<file path="src/pkg/frr_regs.svh">
`ifndef FRR_REGS_SVH
`define FRR_REGS_SVH
`define FRR_RETRY_W 3
`define FRR_DELAY_W 3
`define FRR_RETRY_NONE 3'h0
`define FRR_RETRY_ONCE 3'h1
`define FRR_RETRY_TWICE 3'h2
`define FRR_RETRY_THRICE 3'h3
`define FRR_UNIT_W 16
`endif

</file>
<file path="src/pkg/frr_pkg.sv">
`default_nettype none
package frr_pkg;
  typedef enum logic [2:0] {
    FRR_RUN,
    FRR_WAIT,
    FRR_TRY,
    FRR_LATCHED
  } frr_state_t;
endpackage
`default_nettype wire

</file>
<file path="src/verilog/frr_retry_ctrl.sv">
`include "frr_regs.svh"
`default_nettype none
module frr_retry_ctrl
  import frr_pkg::*;
#(
  parameter int RETRY_W = `FRR_RETRY_W,
  parameter int DELAY_W = `FRR_DELAY_W,
  parameter int UNIT_W = `FRR_UNIT_W
)(
  input wire logic mclk_i,                  // Clock, 100 MHz
  input wire logic nrst_i,                  // Sync reset, active low
  input wire logic fault_i,                 // Fault detected pulse/level
  input wire logic fault_clear_i,           // Fault cleared pulse
  input wire logic [RETRY_W-1:0] retry_i,   // Retry-count setting
  input wire logic [DELAY_W-1:0] delay_i,   // Delay multiplier field
  input wire logic [UNIT_W-1:0] unit_i,     // Delay unit in clock cycles
  output logic out_en_o,                    // Output enable
  output logic latched_off_o,               // Held off until clear
  output logic attempt_o                    // One-cycle restart pulse
);
  import frr_pkg::*;

  frr_state_t state_ff, nxt_state;
  logic [1:0] left_ff, nxt_left;
  logic [DELAY_W-1:0] mult_ff, nxt_mult;
  logic [UNIT_W-1:0] unit_ff, nxt_unit;
  logic [UNIT_W-1:0] tick_ff, nxt_tick;
  logic out_en_ff, nxt_out_en;
  logic attempt_ff, nxt_attempt;

  // Settings above three are treated as three; only codes zero to three have their own names.
  function automatic logic [1:0] tries(input logic [RETRY_W-1:0] r);
    if (r == `FRR_RETRY_NONE) tries = 2'h0;
    else if (r == `FRR_RETRY_ONCE) tries = 2'h1;
    else if (r == `FRR_RETRY_TWICE) tries = 2'h2;
    else tries = 2'h3;
  endfunction

  always_comb
  begin
    nxt_state = state_ff;
    nxt_left = left_ff;
    nxt_mult = mult_ff;
    nxt_unit = unit_ff;
    nxt_tick = tick_ff;
    nxt_out_en = out_en_ff;
    nxt_attempt = 1'b0;
    case (state_ff)
      FRR_RUN:
      begin
        if (fault_i)
        begin
          nxt_out_en = 1'b0;
          nxt_mult = delay_i;
          nxt_unit = (unit_i == '0) ? {{(UNIT_W-1){1'b0}}, 1'b1} : unit_i;
          nxt_tick = '0;
          nxt_left = tries(retry_i);
          if (tries(retry_i) == 2'h0)
            nxt_state = FRR_LATCHED;
          else
            nxt_state = FRR_WAIT;
        end
      end
      FRR_WAIT:
      begin
        if (mult_ff == '0)
        begin
          nxt_state = FRR_TRY;
          nxt_out_en = 1'b1;
          nxt_attempt = 1'b1;
          nxt_left = left_ff - 2'h1;
        end
        else if (tick_ff == unit_ff - {{(UNIT_W-1){1'b0}}, 1'b1})
        begin
          nxt_tick = '0;
          nxt_mult = mult_ff - {{(DELAY_W-1){1'b0}}, 1'b1};
        end
        else
          nxt_tick = tick_ff + {{(UNIT_W-1){1'b0}}, 1'b1};
      end
      FRR_TRY:
      begin
        if (fault_i)
        begin
          nxt_out_en = 1'b0;
          nxt_mult = delay_i;
          nxt_tick = '0;
          if (left_ff == 2'h0)
            nxt_state = FRR_LATCHED;
          else
            nxt_state = FRR_WAIT;
        end
        else
          nxt_state = FRR_RUN;
      end
      FRR_LATCHED:
      begin
        nxt_out_en = 1'b0;
        if (fault_clear_i)
        begin
          nxt_state = FRR_RUN;
          nxt_out_en = 1'b1;
        end
      end
      default: nxt_state = FRR_LATCHED;
    endcase
  end

  always_ff @(posedge mclk_i)
  begin
    if (!nrst_i)
    begin
      state_ff <= FRR_RUN;
      left_ff <= 2'h0;
      mult_ff <= '0;
      unit_ff <= '0;
      tick_ff <= '0;
      out_en_ff <= 1'b1;
      attempt_ff <= 1'b0;
    end
    else
    begin
      state_ff <= nxt_state;
      left_ff <= nxt_left;
      mult_ff <= nxt_mult;
      unit_ff <= nxt_unit;
      tick_ff <= nxt_tick;
      out_en_ff <= nxt_out_en;
      attempt_ff <= nxt_attempt;
    end
  end

  assign out_en_o = out_en_ff;
  assign attempt_o = attempt_ff;
  assign latched_off_o = (state_ff == FRR_LATCHED);

  property p_zero_latch;
    @(posedge mclk_i) disable iff (!nrst_i)
      (state_ff == FRR_RUN && fault_i && retry_i == `FRR_RETRY_NONE)
      |=> latched_off_o && !out_en_o;
  endproperty
  a_zero_latch: assert property (p_zero_latch)
    else $error("zero retry did not latch off");

  property p_latched_off;
    @(posedge mclk_i) disable iff (!nrst_i)
      latched_off_o && !fault_clear_i |=> !out_en_o && latched_off_o;
  endproperty
  a_latched_off: assert property (p_latched_off)
    else $error("output came back without clear");

  property p_once;
    @(posedge mclk_i) disable iff (!nrst_i)
      (state_ff == FRR_RUN && fault_i && retry_i == `FRR_RETRY_ONCE)
      |=> left_ff == 2'h1;
  endproperty
  a_once: assert property (p_once)
    else $error("retry once loaded wrong count");

  property p_twice;
    @(posedge mclk_i) disable iff (!nrst_i)
      (state_ff == FRR_RUN && fault_i && retry_i == `FRR_RETRY_TWICE)
      |=> left_ff == 2'h2;
  endproperty
  a_twice: assert property (p_twice)
    else $error("retry twice loaded wrong count");

  property p_thrice;
    @(posedge mclk_i) disable iff (!nrst_i)
      (state_ff == FRR_RUN && fault_i && retry_i == `FRR_RETRY_THRICE)
      |=> left_ff == 2'h3;
  endproperty
  a_thrice: assert property (p_thrice)
    else $error("retry three loaded wrong count");

  property p_exhaust;
    @(posedge mclk_i) disable iff (!nrst_i)
      (state_ff == FRR_TRY && fault_i && left_ff == 2'h0)
      |=> latched_off_o;
  endproperty
  a_exhaust: assert property (p_exhaust)
    else $error("exhausted retries did not latch");

  property p_no_early;
    @(posedge mclk_i) disable iff (!nrst_i)
      (state_ff == FRR_WAIT && mult_ff != '0) |=> !attempt_o;
  endproperty
  a_no_early: assert property (p_no_early)
    else $error("attempt before delay ran out");

  property p_fail;
    @(posedge mclk_i) disable iff (!nrst_i)
      (state_ff == FRR_TRY && fault_i) |=> !out_en_o;
  endproperty
  a_fail: assert property (p_fail)
    else $error("failed attempt left output on");

  // attempt tally
  // Check-only tally of restarts since the fault that left normal run. It
  // works the allowed count out from the setting, not from left_ff, so a
  // broken countdown cannot hide behind its own state.
  logic [2:0] seen_ff, nxt_seen;
  logic [1:0] cap_ff, nxt_cap;

  always_comb
  begin
    nxt_seen = seen_ff;
    nxt_cap = cap_ff;
    if (state_ff == FRR_RUN && fault_i)
    begin
      nxt_seen = 3'h0;
      if (retry_i > `FRR_RETRY_THRICE)
        nxt_cap = 2'h3;
      else
        nxt_cap = retry_i[1:0];
    end
    else if (attempt_o)
      nxt_seen = seen_ff + 3'h1;
  end

  always_ff @(posedge mclk_i)
  begin
    if (!nrst_i)
    begin
      seen_ff <= 3'h0;
      cap_ff <= 2'h0;
    end
    else
    begin
      seen_ff <= nxt_seen;
      cap_ff <= nxt_cap;
    end
  end

  property p_attempt_cap;
    @(posedge mclk_i) disable iff (!nrst_i)
      attempt_o |-> seen_ff < {1'b0, cap_ff};
  endproperty
  a_attempt_cap: assert property (p_attempt_cap)
    else $error("more restarts than the setting allows");

  property p_give_up_count;
    @(posedge mclk_i) disable iff (!nrst_i)
      $rose(latched_off_o) |-> seen_ff == {1'b0, cap_ff};
  endproperty
  a_give_up_count: assert property (p_give_up_count)
    else $error("latched off after the wrong number of restarts");

  c_attempt: cover property (@(posedge mclk_i) attempt_o);
  c_latch: cover property (@(posedge mclk_i)
    state_ff == FRR_TRY ##1 latched_off_o);
  c_recover: cover property (@(posedge mclk_i)
    state_ff == FRR_TRY && !fault_i);
endmodule
`default_nettype wire
</file>
<file path="config.mk">
export PLATFORM = sky130hd
export DESIGN_NAME = frr_retry_ctrl
export DESIGN_NICKNAME = d
export VERILOG_FILES = /design/src/pkg/frr_pkg.sv /design/src/verilog/frr_retry_ctrl.sv
export VERILOG_INCLUDE_DIRS = /design/src /design/src/pkg
export SDC_FILE = /design/constraint.sdc
export NUM_CORES = 1
export LEC_CHECK = 0
export BUFFER_PORTS_ARGS = -buffer_cell sky130_fd_sc_hd__buf_4
export CAP_MARGIN = 0
export CORE_MARGIN = 8
export CORE_UTILIZATION = 63
export DETAILED_ROUTE_END_ITERATION = 8
export GPL_TIMING_DRIVEN = 0
export PLACE_DENSITY = 0.85
export SYNTH_ARGS = -nofsm -noshare
export SYNTH_HDL_FRONTEND = slang
export SYNTH_SLANG_ARGS = --single-unit
</file>
<file path="constraint.sdc">
create_clock -name mclk_i -period 5.2 [get_ports mclk_i]
set_input_delay 0.52 -clock mclk_i [delete_from_list [all_inputs] [get_ports mclk_i]]
set_output_delay 0.52 -clock mclk_i [all_outputs]
set_load 0.01 [all_outputs]
</file>
======== Word level (Yosys, flattened, before mapping) ========
Cells that the tools add are included.
W data, S select, Z words.
word-level totals
  flip-flop bits (word level) ............. 42
  input port bits ......................... 26
operators by class
  add/subtract/negate cells ............... 4
  eq/ne operators ......................... 12
  mux-type cells .......................... 28
  reduce and logical (&&, ||, !) cells .... 17
operators by type and width
  operator                 number
  $mux W16                 4
  $pmux W16 S2             1
  $mux W3                  7
  $add A16 B1 Y16 const B  1
  $eq A16 B16 Y1           1
  $logic_not A16 Y1        1
  $sub A16 B1 Y16 const B  1
  $mux W2                  7
  $pmux W3 S4              1
  $reduce_and A3 Y1        4
  $ne A2 B2 Y1 const B     5
  $eq A3 B2 Y1 const B     3
  $logic_not A3 Y1         3
  $eq A3 B1 Y1 const B     2
  $pmux W3 S2              1
  $mux W1                  5
  $logic_not A2 Y1         2
  $pmux W2 S2              1
  $reduce_and A2 Y1        2
  $reduce_and A4 Y1        1
  $reduce_bool A2 Y1       2
  $pmux W1 S3              1
  $reduce_bool A3 Y1       1
  $sub A3 B1 Y3 const B    1
  3 further kinds          3

======== Logic depth before layout (Yosys ltp) ========
  depth in word-level cells ............... 10
  gate-level depth with buffers ........... 12
  mapped depth without buffers ............ 10

======== Worst setup path before layout ========
No wires, ideal clock.
  kind .................................... register to register
  from .................................... register unit_ff[2]
  to ...................................... register mult_ff[1]
  setup time .............................. 120 ps
  data arrival time ....................... 2,675 ps
  required time ........................... 5,080 ps
  slack ................................... 2,405 ps
  stages on the path, launching flop included .. 11
  buffers on the path ..................... 2
  clock period less this slack ............ 2,795 ps
  path through ............................ dfxtp_1 > buf_6 > or4_4 > nor3_2 > xnor2_1 > a2111oi_4 > nand3_1 > or4_1 > buf_2 > and3_4 > a211o_1
on the way
  cells in the longest elaborated chain, start to end .. 4
ends and longest elaborated chain
  what                         RTL line               source
  from (decl)                  frr_retry_ctrl.sv:26   logic [UNIT_W-1:0] unit_ff, nxt_unit;
  from (signal assigned)       frr_retry_ctrl.sv:126  unit_ff <= nxt_unit;
  $sub A16 B1 Y16              frr_retry_ctrl.sv:73   else if (tick_ff == unit_ff - {{(UNIT_W-1){1'b0}}, 1'b1})
  $eq A16 B16 Y1               frr_retry_ctrl.sv:73
  $ne A2 B2 Y1 (no line)       -
  $reduce_and A4 Y1 (no line)  -
  to (signal assigned)         frr_retry_ctrl.sv:125  mult_ff <= nxt_mult;
  to (decl)                    frr_retry_ctrl.sv:25   logic [DELAY_W-1:0] mult_ff, nxt_mult;
No other way between the ends.
A chain may end at the register's enable or synchronous reset.

======== Worst setup path after layout ========
  from .................................... register unit_ff[0]
  to ...................................... register tick_ff[6]
on the way
  cells in the longest elaborated chain, start to end .. 5
ends and longest elaborated chain
  what                  RTL line               source
  $sub A16 B1 Y16       frr_retry_ctrl.sv:73
  $eq A16 B16 Y1        frr_retry_ctrl.sv:73
  $mux W16              frr_retry_ctrl.sv:73
  $mux W16              frr_retry_ctrl.sv:66   if (mult_ff == '0)
  $pmux W16 S2          frr_retry_ctrl.sv:48   case (state_ff)
  to (signal assigned)  frr_retry_ctrl.sv:127  tick_ff <= nxt_tick;
  to (decl)             frr_retry_ctrl.sv:27   logic [UNIT_W-1:0] tick_ff, nxt_tick;
No other way between the ends. The select of a mux whose other input is x is not followed.

==> impl_metrics.ini <==
[placement]
dp.cells = 401
portBuffers = 28
finalWeightedCongestion = 0.851
post_dp_cell_area_um2 = 2800
hpwl_um = 4540

[sta]
slew_headroom_pct = 60.7
max_clock_freq_mhz = 319
finalCriticalPeriod_ps = 3140
tns_ps = 0
tightest_slew_ps = 587
setup_viol = 0
finalHoldViolCount = 0
fin_crit_sh_pct = 60.3
rsz0062_at_grt = false
finalClockSkew_ps = 5.81
slew_viol_final = 0

[logic_synthesis]
yosys_warnings = 0
ys_types = 52
ys_ff_latch = 41
synth_fp_nets = 354
syn_area_per_cell_um2 = 7.83
seq_area_frac_synth_pct = 32.4
synth_edf_count = 0
synth_flop_cell = dfxtp_1
syn_inst = 323
syn_area_um2 = 2530
async_flop_share_pct = 0

[power_and_ir_drop]
power_leakage_nw = 1.11
comb_power_share_pct = 23.7
p_per_area_nw_per_um2 = 261
power.share.switching_pct = 30.0
irDropWorstVdd_v = 0.000228
internal_power_mw = 0.530
p_clk_share_pct = 30.5
p_sw_mw = 0.228
pwr-share-seq_pct = 45.8

[route]
drt-total-wl_um = 5910
drt_iter0_drc = 177
ant_nets = 0
wl_per_cell_um = 14.5
vias = 2367
drt-pass1-iter-count = 4
vias_per_cell = 5.79
drc = 0

[cells_and_area]
drive_above_1_share_pct = 13.4
fin_nets = 389
final_common_cell = nand2_1
antenna_cells = 0
stdcell_count = 409
area_growth_pct = 14.8
fin_area_um2 = 2900
final_cell_mix = nand2_1, dfxtp_1, buf_4, nor2_1

[clock_network]
cts-resized-gates = 0
htree_num_levels = 2
clk_path_buf_depth = 2
cts-root-buf = clkbuf_8
cts_setup_buffers = 0
clock_sinks = 41
clk_latency_ps = 290
cts_buffers = 5
cts_tree = built
cts_hold_buffers = 0
clkTransAtPathRegs_ps = 80

[min_path]
min_from = unit_i[11]
hp-class = in -> reg
min_delay_worst_endpoint = unit_ff[11]
whs_path_depth = 3

[grt]
grt_max_degree = 13
grt_pass1_wl_um = 9580
grt_antenna_before_repair = 0
grt_util_all_layers_pct = 18.8
grt_pass1_vias = 2182
overflow = 0

[floorplan]
die_width_um = 79.4
rows = 23
core-area_um2 = 3940
die_area_um2 = 6300
io_pins = 29
die_y_um = 79.4
start_util_pct = 64.2

[worst_setup_path]
reg2reg_setup_slack_ps = 2060
timing.rr.end = tick_ff[6]
rr_worst_depth = 12
cp-end-kind = register
cp_max_fo = 9
start_kind = register
arrival_ps = 3310
criticalPathCategory = reg -> reg
required_ps = 5370
worstReg2RegStart = unit_ff[0]

[outcome]
outcome = finished clean

[flow_run]
maxCapViolations = 0
[flip-flops by register name, indices dropped and copies added, names as in the netlist]
register / flops
tick_ff: 16
unit_ff: 16
mult_ff: 3
left_ff: 2
state_ff: 2
attempt_o: 1
out_en_o: 1
[kinds of logic after synthesis]
group | Yosys count | share of synthesized area (%)
mux | 2 | 0.841
xor+xnor | 29 | 10.0
buf+inv | 26 | 4.25
flops | 41 | 32.4
simple gates | 162 | 33.5
fa+ha+maj | 5 | 2.47
compound gates | 58 | 16.5
[stage by stage]
step	total power, mW	util, %	hold WS (ps)	setup slack [ps]
finish	0.758	73.7	488	2060
CTS	0.758	73.7	486	2050
global route	0.798	73.7	492	1810
global placement	0.526	71.1	475	2140
detailed placement	0.533	71.1	477	2070
floorplan	0.481	-	455	2410
[cell usage after synthesis, types with 11 or more instances]
cell	instances	area, um2
a21boi_0	15	113
dfxtp_1	41	821
xnor2_1	14	123
nor2b_1	11	68.8
nand2_1	50	188
nor3_1	12	60.1
xor2_1	15	131
clkbuf_1	12	45.0
o21ai_0	13	65.1
nor2_1	26	97.6
[worst max path at each step]
stage | start | end | slack (ps) | cells past startpoint
final | unit_ff[0] | tick_ff[6] | 2060 | 12
after global routing | unit_ff[0] | tick_ff[5] | 1810 | 12
after CTS | unit_ff[0] | tick_ff[6] | 2050 | 12
after detailed placement | unit_ff[2] | tick_ff[4] | 2070 | 10
after global placement | unit_ff[3] | tick_ff[3] | 2140 | 10
after floorplan | unit_ff[2] | mult_ff[1] | 2410 | 10
[power groups by stage]
stage / Sequential (mW) / Clock [mW] / Combinational (mW)
floorplan: 0.351 / 0 / 0.130
global placement: 0.353 / 0 / 0.173
detailed placement: 0.354 / 0 / 0.178
CTS: 0.347 / 0.231 / 0.180
global route: 0.350 / 0.248 / 0.200
finish: 0.347 / 0.231 / 0.180
[routing by layer]
layer	up-vias	global-route usage, %	routed length (um)
met5	-	0	0
met4	0	5.37	36
met3	5	3.60	266
met2	53	31.3	2870
met1	1096	23.9	2740
li1	1213	-	-
[cell type report]
class	count	area (um2)
fillers	326	1040
flip-flops and latches	41	821
clock buffers	7	96.3
repair buffers	28	210
inverters	10	37.5
plain buffers	16	70.1
well taps	50	62.6
multi-input cells	256	1600
clock inverters	1	5.00
[worst max-delay path: stages (launching register included)]
cell,delay [ps]
dfxtp_1,380
inv_1,100
ha_1,160
clkbuf_1,300
inv_1,90
o21ai_0,230
nor4b_1,380
nor3_1,110
or3_1,400
nor3_1,300
nand2b_1,160
clkbuf_1,330
nor2_1,90
No activity file was read; power rests on OpenSTA's default activity.
